### src/verilog/ctm_pkg.sv
// Shared constants and carriers for the CPU tag, mirroring and counter block.
// Assumes a three-port switch; port 0..2, one clock domain.
package ctm_pkg;
    localparam int        NPORT     = 3;
    localparam int        ADDR_W    = 8;
    localparam int        CNT_W     = 32;
    localparam logic [1:0] KIND_CPU = 2'h3;
    localparam logic [1:0] KIND_NET = 2'h0;
    localparam logic [1:0] DEST_ALL = 2'h3;

    // Register offsets (byte addresses, word aligned)
    localparam logic [7:0] OFF_MIRROR  = 8'h00;
    localparam logic [7:0] OFF_INKIND  = 8'h04;
    localparam logic [7:0] OFF_EGKIND  = 8'h08;
    localparam logic [7:0] OFF_INGSET  = 8'h0C;
    localparam logic [7:0] OFF_LRN0    = 8'h10;
    localparam logic [7:0] OFF_FLT0    = 8'h20;
    localparam logic [7:0] OFF_STEP    = 8'h04;

    // Mirror setup field positions
    localparam int MIR_RXEN  = 0;
    localparam int MIR_TXEN  = 1;
    localparam int MIR_FILT  = 2;
    localparam int MIR_PORTS = 4;
    localparam int MIR_SNIFF = 8;
    localparam int MIR_SNEN  = 10;

    // Special tag VID bit positions
    localparam int VID_LOOKUP = 3;
    localparam int VID_STPOVR = 4;
    localparam int VID_CALCPR = 5;
    localparam int VID_VLANRU = 6;
    localparam int VID_APRI   = 7;

    typedef struct packed {
        logic        valid;
        logic [1:0]  srcPort;
        logic        filtered;
        logic [2:0]  fwdMask;
    } ctm_fwd_t;

    typedef struct packed {
        logic        valid;
        logic [1:0]  srcPort;
        logic [15:0] tag;
        logic [2:0]  pri;
        logic        igmpMon;
        logic        daFound;
        logic        daStatic;
        logic        daAge;
        logic        daPriEn;
        logic [2:0]  daPri;
        logic [2:0]  lookupMask;
        logic        lookupOvr;
        logic [2:0]  contentPri;
        logic        hasInner;
    } ctm_cpu_in_t;

    typedef struct packed {
        logic        valid;
        logic [2:0]  destMask;
        logic        stpOverride;
        logic [2:0]  pri;
        logic        vlanRules;
        logic        skipTag;
        logic        learnReq;
    } ctm_cpu_dec_t;
endpackage : ctm_pkg

### src/verilog/ctm_tag_mirror.sv
// Forwarding extras: port mirroring, CPU special tag decode/encode, per-port counters.
// Assumes the switch engine supplies one-cycle descriptor pulses; registers via plain port.
//
// Local design decisions: the plain strobed port and the register addresses.
`timescale 1ns/1ps
`default_nettype none
module ctm_tag_mirror (
    input  wire logic                 ref_clk,
    input  wire logic                 rst,
    input  wire logic [7:0]           regAddr,
    input  wire logic [31:0]          regWrData,
    input  wire logic                 regWr,
    input  wire logic                 regRd,
    output logic [31:0]               regRdData,
    input  wire ctm_pkg::ctm_fwd_t    fwdIn,
    output ctm_pkg::ctm_fwd_t         fwdOut,
    input  wire ctm_pkg::ctm_cpu_in_t cpuIn,
    output ctm_pkg::ctm_cpu_dec_t     cpuDec,
    input  wire logic [1:0]           egPort,
    input  wire logic                 egValid,
    input  wire ctm_pkg::ctm_cpu_in_t egInfo,
    output logic                      egInsert,
    output logic [15:0]               egTag,
    output logic                      egInnerFollows,
    input  wire logic [2:0]           cpuPortState,
    input  wire logic [2:0]           learnDiscard,
    input  wire logic [2:0]           ingressFiltered,
    input  wire logic [2:0]           rateDrop
);
    logic [31:0] mirrorCfg;
    logic [5:0]  inKind;
    logic [5:0]  egKind;
    logic [2:0]  ingSetup;
    logic [ctm_pkg::CNT_W-1:0] lrnCnt [ctm_pkg::NPORT];
    logic [ctm_pkg::CNT_W-1:0] fltCnt [ctm_pkg::NPORT];
    logic [2:0]  mirPorts;
    logic [1:0]  sniffPort;
    logic [2:0]  sniffMask;
    logic        sniffEn;
    logic [2:0]  next_mask;
    logic [2:0]  srcOneHot;
    logic [15:0] next_tag;
    logic [2:0]  cpuDest;
    logic [2:0]  egOneHot;
    logic [2:0]  inCpuMask;
    logic [2:0]  egCpuMask;
    logic [2:0]  cpuSrcOneHot;
    logic        egToCpu;

    // single sniffer field, mirrored set is a bitmask
    assign mirPorts  = mirrorCfg[ctm_pkg::MIR_PORTS +: 3];
    assign sniffPort = mirrorCfg[ctm_pkg::MIR_SNIFF +: 2];
    assign sniffEn   = mirrorCfg[ctm_pkg::MIR_SNEN] && (sniffPort != ctm_pkg::DEST_ALL);
    assign sniffMask = sniffEn ? (3'h1 << sniffPort) : 3'h0;
    assign srcOneHot = 3'h1 << fwdIn.srcPort;

    always_comb begin
        next_mask = fwdIn.fwdMask;
        // rx mirror, filtered only when enabled
        if (mirrorCfg[ctm_pkg::MIR_RXEN] && mirPorts[fwdIn.srcPort]
            && (!fwdIn.filtered || mirrorCfg[ctm_pkg::MIR_FILT])) begin
            next_mask = next_mask | sniffMask;
        end
        if (mirrorCfg[ctm_pkg::MIR_TXEN] && |(fwdIn.fwdMask & mirPorts)) begin
            next_mask = next_mask | sniffMask;
        end
        // never back out the receiving port
        next_mask = next_mask & ~srcOneHot;
    end

    always_ff @(posedge ref_clk or posedge rst) begin
        if (rst) begin
            fwdOut <= '0;
        end else begin
            fwdOut.valid    <= fwdIn.valid;
            fwdOut.srcPort  <= fwdIn.srcPort;
            fwdOut.filtered <= fwdIn.filtered;
            fwdOut.fwdMask  <= fwdIn.valid ? next_mask : 3'h0;
        end
    end

    // per-port kind decode; only a port code of 3 marks a CPU port
    genvar k;
    generate
        for (k = 0; k < ctm_pkg::NPORT; k++) begin : g_kind
            assign inCpuMask[k] = (inKind[2*k +: 2] == ctm_pkg::KIND_CPU);
            assign egCpuMask[k] = (egKind[2*k +: 2] == ctm_pkg::KIND_CPU);
        end
    endgenerate

    assign cpuSrcOneHot = 3'h1 << cpuIn.srcPort;

    assign cpuDest = (cpuIn.tag[1:0] == ctm_pkg::DEST_ALL) ? 3'h7 : (3'h1 << cpuIn.tag[1:0]);

    always_ff @(posedge ref_clk or posedge rst) begin
        if (rst) begin
            cpuDec <= '0;
        end else begin
            // decode only on a port set to CPU kind
            cpuDec.valid <= cpuIn.valid && |(inCpuMask & cpuSrcOneHot);
            // special tag always removed on egress
            cpuDec.skipTag <= 1'b1;
            if (cpuIn.tag[ctm_pkg::VID_LOOKUP]) begin
                // lookup result, learning gated by setup and state
                cpuDec.destMask    <= cpuIn.lookupMask & ~cpuSrcOneHot;
                cpuDec.stpOverride <= cpuIn.lookupOvr;
                cpuDec.learnReq    <= ingSetup[cpuIn.srcPort] && |cpuPortState[1:0];
            end else begin
                // direct select with tag override, source excluded
                cpuDec.destMask    <= cpuDest & ~cpuSrcOneHot;
                cpuDec.stpOverride <= cpuIn.tag[ctm_pkg::VID_STPOVR];
                cpuDec.learnReq    <= 1'b0;
            end
            cpuDec.pri <= cpuIn.tag[ctm_pkg::VID_CALCPR] ? cpuIn.contentPri : cpuIn.tag[15:13];
            cpuDec.vlanRules <= cpuIn.tag[ctm_pkg::VID_VLANRU];
        end
    end

    // left to the CPU; long frames are a MAC setting
    assign egOneHot = 3'h1 << egPort;
    assign egToCpu  = |(egOneHot & egCpuMask);

    always_comb begin
        next_tag = 16'h0000;
        next_tag[15:13] = egInfo.pri;
        next_tag[1:0]   = egInfo.srcPort;
        next_tag[ctm_pkg::VID_LOOKUP] = egInfo.igmpMon;
        // only static host entries fill bits 9:4
        if (egInfo.daFound && egInfo.daStatic) begin
            next_tag[ctm_pkg::VID_STPOVR] = egInfo.daAge;
            next_tag[ctm_pkg::VID_CALCPR] = 1'b1;
            next_tag[ctm_pkg::VID_VLANRU] = egInfo.daPriEn;
            next_tag[ctm_pkg::VID_APRI +: 3] = egInfo.daPri;
        end
    end

    always_ff @(posedge ref_clk or posedge rst) begin
        if (rst) begin
            egInsert <= 1'b0;
        end else begin
            egInsert <= egValid && egToCpu;
        end
    end

    // tag fields reloaded from egInfo every cycle, packet or not
    always_ff @(posedge ref_clk or posedge rst) begin
        if (rst) begin
            egTag <= 16'h0000;
        end else begin
            egTag <= next_tag;
        end
    end

    // inner tag kept after the inserted one
    always_ff @(posedge ref_clk or posedge rst) begin
        if (rst) begin
            egInnerFollows <= 1'b0;
        end else begin
            egInnerFollows <= egValid && egInfo.hasInner;
        end
    end

    // Registers, one flop group each; unmapped writes fall through
    always_ff @(posedge ref_clk or posedge rst) begin
        if (rst) begin
            mirrorCfg <= 32'h0000_0000;
        end else if (regWr && regAddr == ctm_pkg::OFF_MIRROR) begin
            mirrorCfg <= regWrData & 32'h0000_0777;
        end
    end

    always_ff @(posedge ref_clk or posedge rst) begin
        if (rst) begin
            inKind <= 6'h00;
        end else if (regWr && regAddr == ctm_pkg::OFF_INKIND) begin
            inKind <= regWrData[5:0];
        end
    end

    always_ff @(posedge ref_clk or posedge rst) begin
        if (rst) begin
            egKind <= 6'h00;
        end else if (regWr && regAddr == ctm_pkg::OFF_EGKIND) begin
            egKind <= regWrData[5:0];
        end
    end

    always_ff @(posedge ref_clk or posedge rst) begin
        if (rst) begin
            ingSetup <= 3'h0;
        end else if (regWr && regAddr == ctm_pkg::OFF_INGSET) begin
            ingSetup <= regWrData[2:0];
        end
    end

    // Counters saturate rather than wrap; write clears, but a count in the same cycle wins
    genvar p;
    generate
        for (p = 0; p < ctm_pkg::NPORT; p++) begin : g_cnt
            always_ff @(posedge ref_clk or posedge rst) begin
                if (rst) begin
                    lrnCnt[p] <= '0;
                end else if (learnDiscard[p] && !(&lrnCnt[p])) begin
                    lrnCnt[p] <= lrnCnt[p] + 1'b1;
                end else if (regWr && regAddr == ctm_pkg::OFF_LRN0
                             + 8'(p) * ctm_pkg::OFF_STEP) begin
                    lrnCnt[p] <= '0;
                end
            end

            always_ff @(posedge ref_clk or posedge rst) begin
                if (rst) begin
                    fltCnt[p] <= '0;
                end else if (ingressFiltered[p] && !rateDrop[p] && !(&fltCnt[p])) begin
                    fltCnt[p] <= fltCnt[p] + 1'b1;
                end else if (regWr && regAddr == ctm_pkg::OFF_FLT0
                             + 8'(p) * ctm_pkg::OFF_STEP) begin
                    fltCnt[p] <= '0;
                end
            end
        end
    endgenerate

    always_ff @(posedge ref_clk or posedge rst) begin
        if (rst) begin
            regRdData <= 32'h0000_0000;
        end else if (regRd) begin
            if (regAddr == ctm_pkg::OFF_MIRROR) begin
                regRdData <= mirrorCfg;
            end else if (regAddr == ctm_pkg::OFF_INKIND) begin
                regRdData <= {26'h0, inKind};
            end else if (regAddr == ctm_pkg::OFF_EGKIND) begin
                regRdData <= {26'h0, egKind};
            end else if (regAddr == ctm_pkg::OFF_INGSET) begin
                regRdData <= {29'h0, ingSetup};
            end else if (regAddr == ctm_pkg::OFF_LRN0) begin
                regRdData <= lrnCnt[0];
            end else if (regAddr == ctm_pkg::OFF_LRN0 + ctm_pkg::OFF_STEP) begin
                regRdData <= lrnCnt[1];
            end else if (regAddr == ctm_pkg::OFF_LRN0 + 2 * ctm_pkg::OFF_STEP) begin
                regRdData <= lrnCnt[2];
            end else if (regAddr == ctm_pkg::OFF_FLT0) begin
                regRdData <= fltCnt[0];
            end else if (regAddr == ctm_pkg::OFF_FLT0 + ctm_pkg::OFF_STEP) begin
                regRdData <= fltCnt[1];
            end else if (regAddr == ctm_pkg::OFF_FLT0 + 2 * ctm_pkg::OFF_STEP) begin
                regRdData <= fltCnt[2];
            end else begin
                regRdData <= 32'h0000_0000;
            end
        end else begin
            regRdData <= 32'h0000_0000;
        end
    end
endmodule : ctm_tag_mirror
`default_nettype wire

### config.mk
export PLATFORM = sky130hd
export DESIGN_NAME = ctm_tag_mirror
export DESIGN_NICKNAME = d
export VERILOG_FILES = /design/src/verilog/ctm_pkg.sv /design/src/verilog/ctm_tag_mirror.sv
export SDC_FILE = /design/constraint.sdc
export NUM_CORES = 1
export LEC_CHECK = 0
export BUFFER_PORTS_ARGS = -buffer_cell sky130_fd_sc_hd__buf_2
export CORE_ASPECT_RATIO = 0.5
export CORE_MARGIN = 4
export CORE_UTILIZATION = 55
export DETAILED_ROUTE_END_ITERATION = 10
export HOLD_SLACK_MARGIN = 0.12
export PLACE_DENSITY = 0.86
export RECOVER_POWER = 100
export REMOVE_ABC_BUFFERS = 1
export SETUP_SLACK_MARGIN = 0.05
export SLEW_MARGIN = 20
export SYNTH_ARGS = -nofsm -noshare
export SYNTH_HDL_FRONTEND = slang
export SYNTH_SLANG_ARGS = --single-unit
### constraint.sdc
create_clock -name ref_clk -period 10.4 [get_ports ref_clk]
set_input_delay 2.08 -clock ref_clk [delete_from_list [all_inputs] [get_ports ref_clk]]
set_output_delay 2.08 -clock ref_clk [all_outputs]
set_load 0.1 [all_outputs]
==> impl_metrics.py <==
metrics = {
    "outcome": {
        "status": "complete, but fails checks",
        "violations": "capacitance limit, slew limit",
    },
    "timing": {
        "finalCriticalPeriod_ns": 6.823,
        "worstMarginPinSlew_ns": 4.639,
        "drv_slew": 312,
        "fmax_mhz": 146.6,
        "setup_viol": 0,
        "slew_headroom_pct": -210.9,
        "fin_crit_sh_pct": 65.61,
        "setup_slack_ns": 3.577,
        "finalHoldViolCount": 0,
        "skew_ns": 0.009540,
        "rsz0062_at_grt": "no",
        "finalSetupTns_ns": 0,
        "whs_ns": 0.5098,
    },
    "detailed_routing": {
        "ant_nets": 0,
        "wl_um": 43550,
        "routedWlPerCell_um": 20.69,
        "drc": 0,
        "firstDrtPassIters": 9,
        "vias": 13900,
        "viasPerCell": 6.603,
        "drt_iter0_markers": 2135,
    },
    "finish": {
        "drive_gt1_share_pct": 10.11,
        "final_cells": 2105,
        "fin_util_pct": 62.47,
        "nFillCells": 2205,
        "areaGrowthSynthToFinish_pct": 11.02,
        "final_nets": 1882,
    },
    "synthesis": {
        "ys_seq_elements": 280,
        "syn_area_per_cell_sq_um": 9.197,
        "synth_area_leaders": "dfrtp_1, o21ai_0, nand3_1, nand2_1, mux2i_1",
        "synthCells": 1630,
        "synth_top_area_share_pct": 46.74,
        "yosysSeqAreaShare_pct": 46.74,
        "synth_commonest_cells": "dfrtp_1, o21ai_0, nand2_1, nand3_1, nor2_1",
        "synth.most_common_cell": "dfrtp_1",
        "yosysTopAreaCell": "dfrtp_1",
        "synth_area_sq_um": 14990,
        "async_flop_share_pct": 100.0,
        "yosys_warnings": 0,
        "synthFlopType": "dfrtp_1",
        "synth_cell_type_count": 85,
        "synth_edf_count": 0,
    },
    "critical_path": {
        "setup.worst_path.start_class": "input pin",
        "cp_max_fo": 49,
        "worstPathRequired_ns": 10.80,
        "cp.arrival_ns": 7.22,
        "r2r_cells": 6,
        "end_kind": "flip-flop",
        "rrSetupSlack_ns": 6.94,
        "path_class": "input pin to flip-flop",
        "r2r-start": "fltCnt[74]",
        "r2r_end": "fltCnt[67]",
    },
    "grt": {
        "grt_max_degree": 177,
        "grt.total_usage_pct": 28.36,
        "grt_pass1_vias": 12800,
        "antenna_found_initial": 0,
        "grt_first_pass_wirelength_um": 69340,
        "overflow": 0,
    },
    "clocking": {
        "cts_resized": 0,
        "post_cts_buffers": 0,
        "clock_sinks": 280,
        "clk_pin_slew_worst_paths_ns": 0.07,
        "h-tree-depth": 1,
        "root_buffer": "clkbuf_16",
        "numCtsBuffers": 26,
        "cts_tree": "built",
        "cts_hold_buf": 0,
        "clk_latency_ns": 0.55,
        "clock_path_buffers": 3,
    },
    "placement": {
        "io_buffers": 139,
        "place_inst": 2055,
        "gp_congestion": 0.9695,
        "dp.final_hpwl_um": 30510,
        "dp_slack_ns": 5.195,
    },
    "flow_run": {
        "cap_violations": 7,
    },
    "pwr": {
        "switchingPower_w": 0.0006871,
        "p_seq_share_pct": 48.7,
        "internal-power_w": 0.001786,
        "peakVddDrop_v": 0.0001538,
        "power_frac_comb_pct": 10.6,
        "power.leakage_nw": 7.070,
        "power_density_nw_per_um2": 148.6,
        "swShare_pct": 27.79,
        "power_frac_clock_pct": 40.7,
    },
    "floorplan": {
        "die_w_um": 241.5,
        "dieArea_sq_um": 30120,
        "num_rows": 42,
        "coreArea_sq_um": 26640,
        "ios": 210,
        "initial_core_util_pct": 56.27,
        "die_y_um": 124.7,
    },
    "worst_hold_path": {
        "worstHoldStart": "lrnCnt[51]",
        "holdPathStages": 1,
        "holdPathEnd": "lrnCnt[51]",
        "worstHoldPathType": "flip-flop to flip-flop",
    },
}
-- through the flow --
step | cell area (sq um) | total power [W]
floorplan | 14660 | 0.001380
global placement | 15890 | 0.001468
detailed placement | 15890 | 0.001479
CTS | 16780 | 0.002480
global route | 16640 | 0.002559
finish | 16640 | 0.002473
-- layout by cell type, fill, tap and decap left out, types with 9 or more instances in the layout --
master / n
o21ai_0: 212
and2_1: 20
nor2b_1: 10
and2_0: 9
xnor2_1: 10
a222oi_1: 23
nor3_1: 29
mux2_2: 27
nand2_1: 173
a21oi_1: 67
o31ai_1: 34
nand3_1: 155
nand4_1: 53
buf_2: 64
a21o_1: 12
ha_1: 9
nor2_1: 93
clkbuf_16: 27
nor4_1: 12
and4_1: 28
and3_1: 48
clkinv_2: 11
clkbuf_1: 77
mux2i_1: 41
a31oi_1: 14
xor2_1: 19
o211ai_1: 19
inv_1: 29
dfrtp_1: 280
nand2b_1: 14
-- registers in the layout, indices dropped and copies added (netlist names) --
register and cells:
fltCnt 96, egInsert 1, ingSetup 3, lrnCnt 96, egTag 12, egKind 6, regRdData 32, mirrorCfg 9
fwdOut 7, cpuDec 11, inKind 6, egInnerFollows 1
-- routing by layer --
layer	wire [um]	GRT usage, %	up-vias
li1	-	-	6303
met1	18230	41.09	6717
met2	19360	42.88	762
met3	4441	6.504	117
met4	1515	8.156	0
met5	0	0	-
-- final cells by class --
cell class	instances	area, sq um	area share [%]
Timing Repair Buffer	147	670.6	4.029
Antenna cell	2	5.005	0.03007
Tap cell	352	440.4	2.646
Clock inverter	16	161.4	0.9698
Inverter	30	113.9	0.6841
Sequential cell	280	7007	42.10
Multi-Input combinational cell	1246	7511	45.13
Clock buffer	32	734.5	4.413
-- cell families (layout without fill, tap and decap cells) --
logic type               after synthesis  after routing  share of synthesized area, %
AO/OA/AOI/OAI                        445            445                         18.46
buffers and inverters                107            225                         3.029
XOR/XNOR                              29             29                         1.694
flip-flops                           280            280                         46.74
other                                  2              7                       0.05009
multiplexers                          70             70                         4.916
adder cells (fa/ha/maj)                9              9                        0.7511
AND/OR/NAND/NOR                      688            688                         24.36
-- power by group through the flow --
| stage | Sequential [W] | Combinational [W] | Clock, W |
|---|---|---|---|
| finish | 0.00120 | 0.000261 | 0.00101 |
| global route | 0.00121 | 0.000285 | 0.00107 |
| CTS | 0.00120 | 0.000262 | 0.00102 |
| detailed placement | 0.00122 | 0.000260 | 0 |
| global placement | 0.00122 | 0.000253 | 0 |
| floorplan | 0.00125 | 0.000127 | 0 |
-- worst max path at each step --
stage / endpoint / depth (start not counted) / slack [ns] / startpoint
after floorplan: cpuDec[0] / 1 / 0.60 / rst
after global placement: lrnCnt[60] / 7 / 5.20 / regAddr[2]
after detailed placement: lrnCnt[4] / 6 / 5.19 / regAddr[3]
after CTS: lrnCnt[45] / 7 / 5.73 / regAddr[2]
after global routing: lrnCnt[25] / 6 / 3.46 / regAddr[3]
final: lrnCnt[15] / 6 / 3.58 / regAddr[3]
-- worst max-delay path, stage by stage --
cell and delay (ns):
clkbuf_1 1.59, or4b_1 0.72, nor2_1 1.31, nand3_1 1.01, o211ai_1 0.36, o31ai_1 0.12
Note: power is estimated with default switching activity, not from simulation.
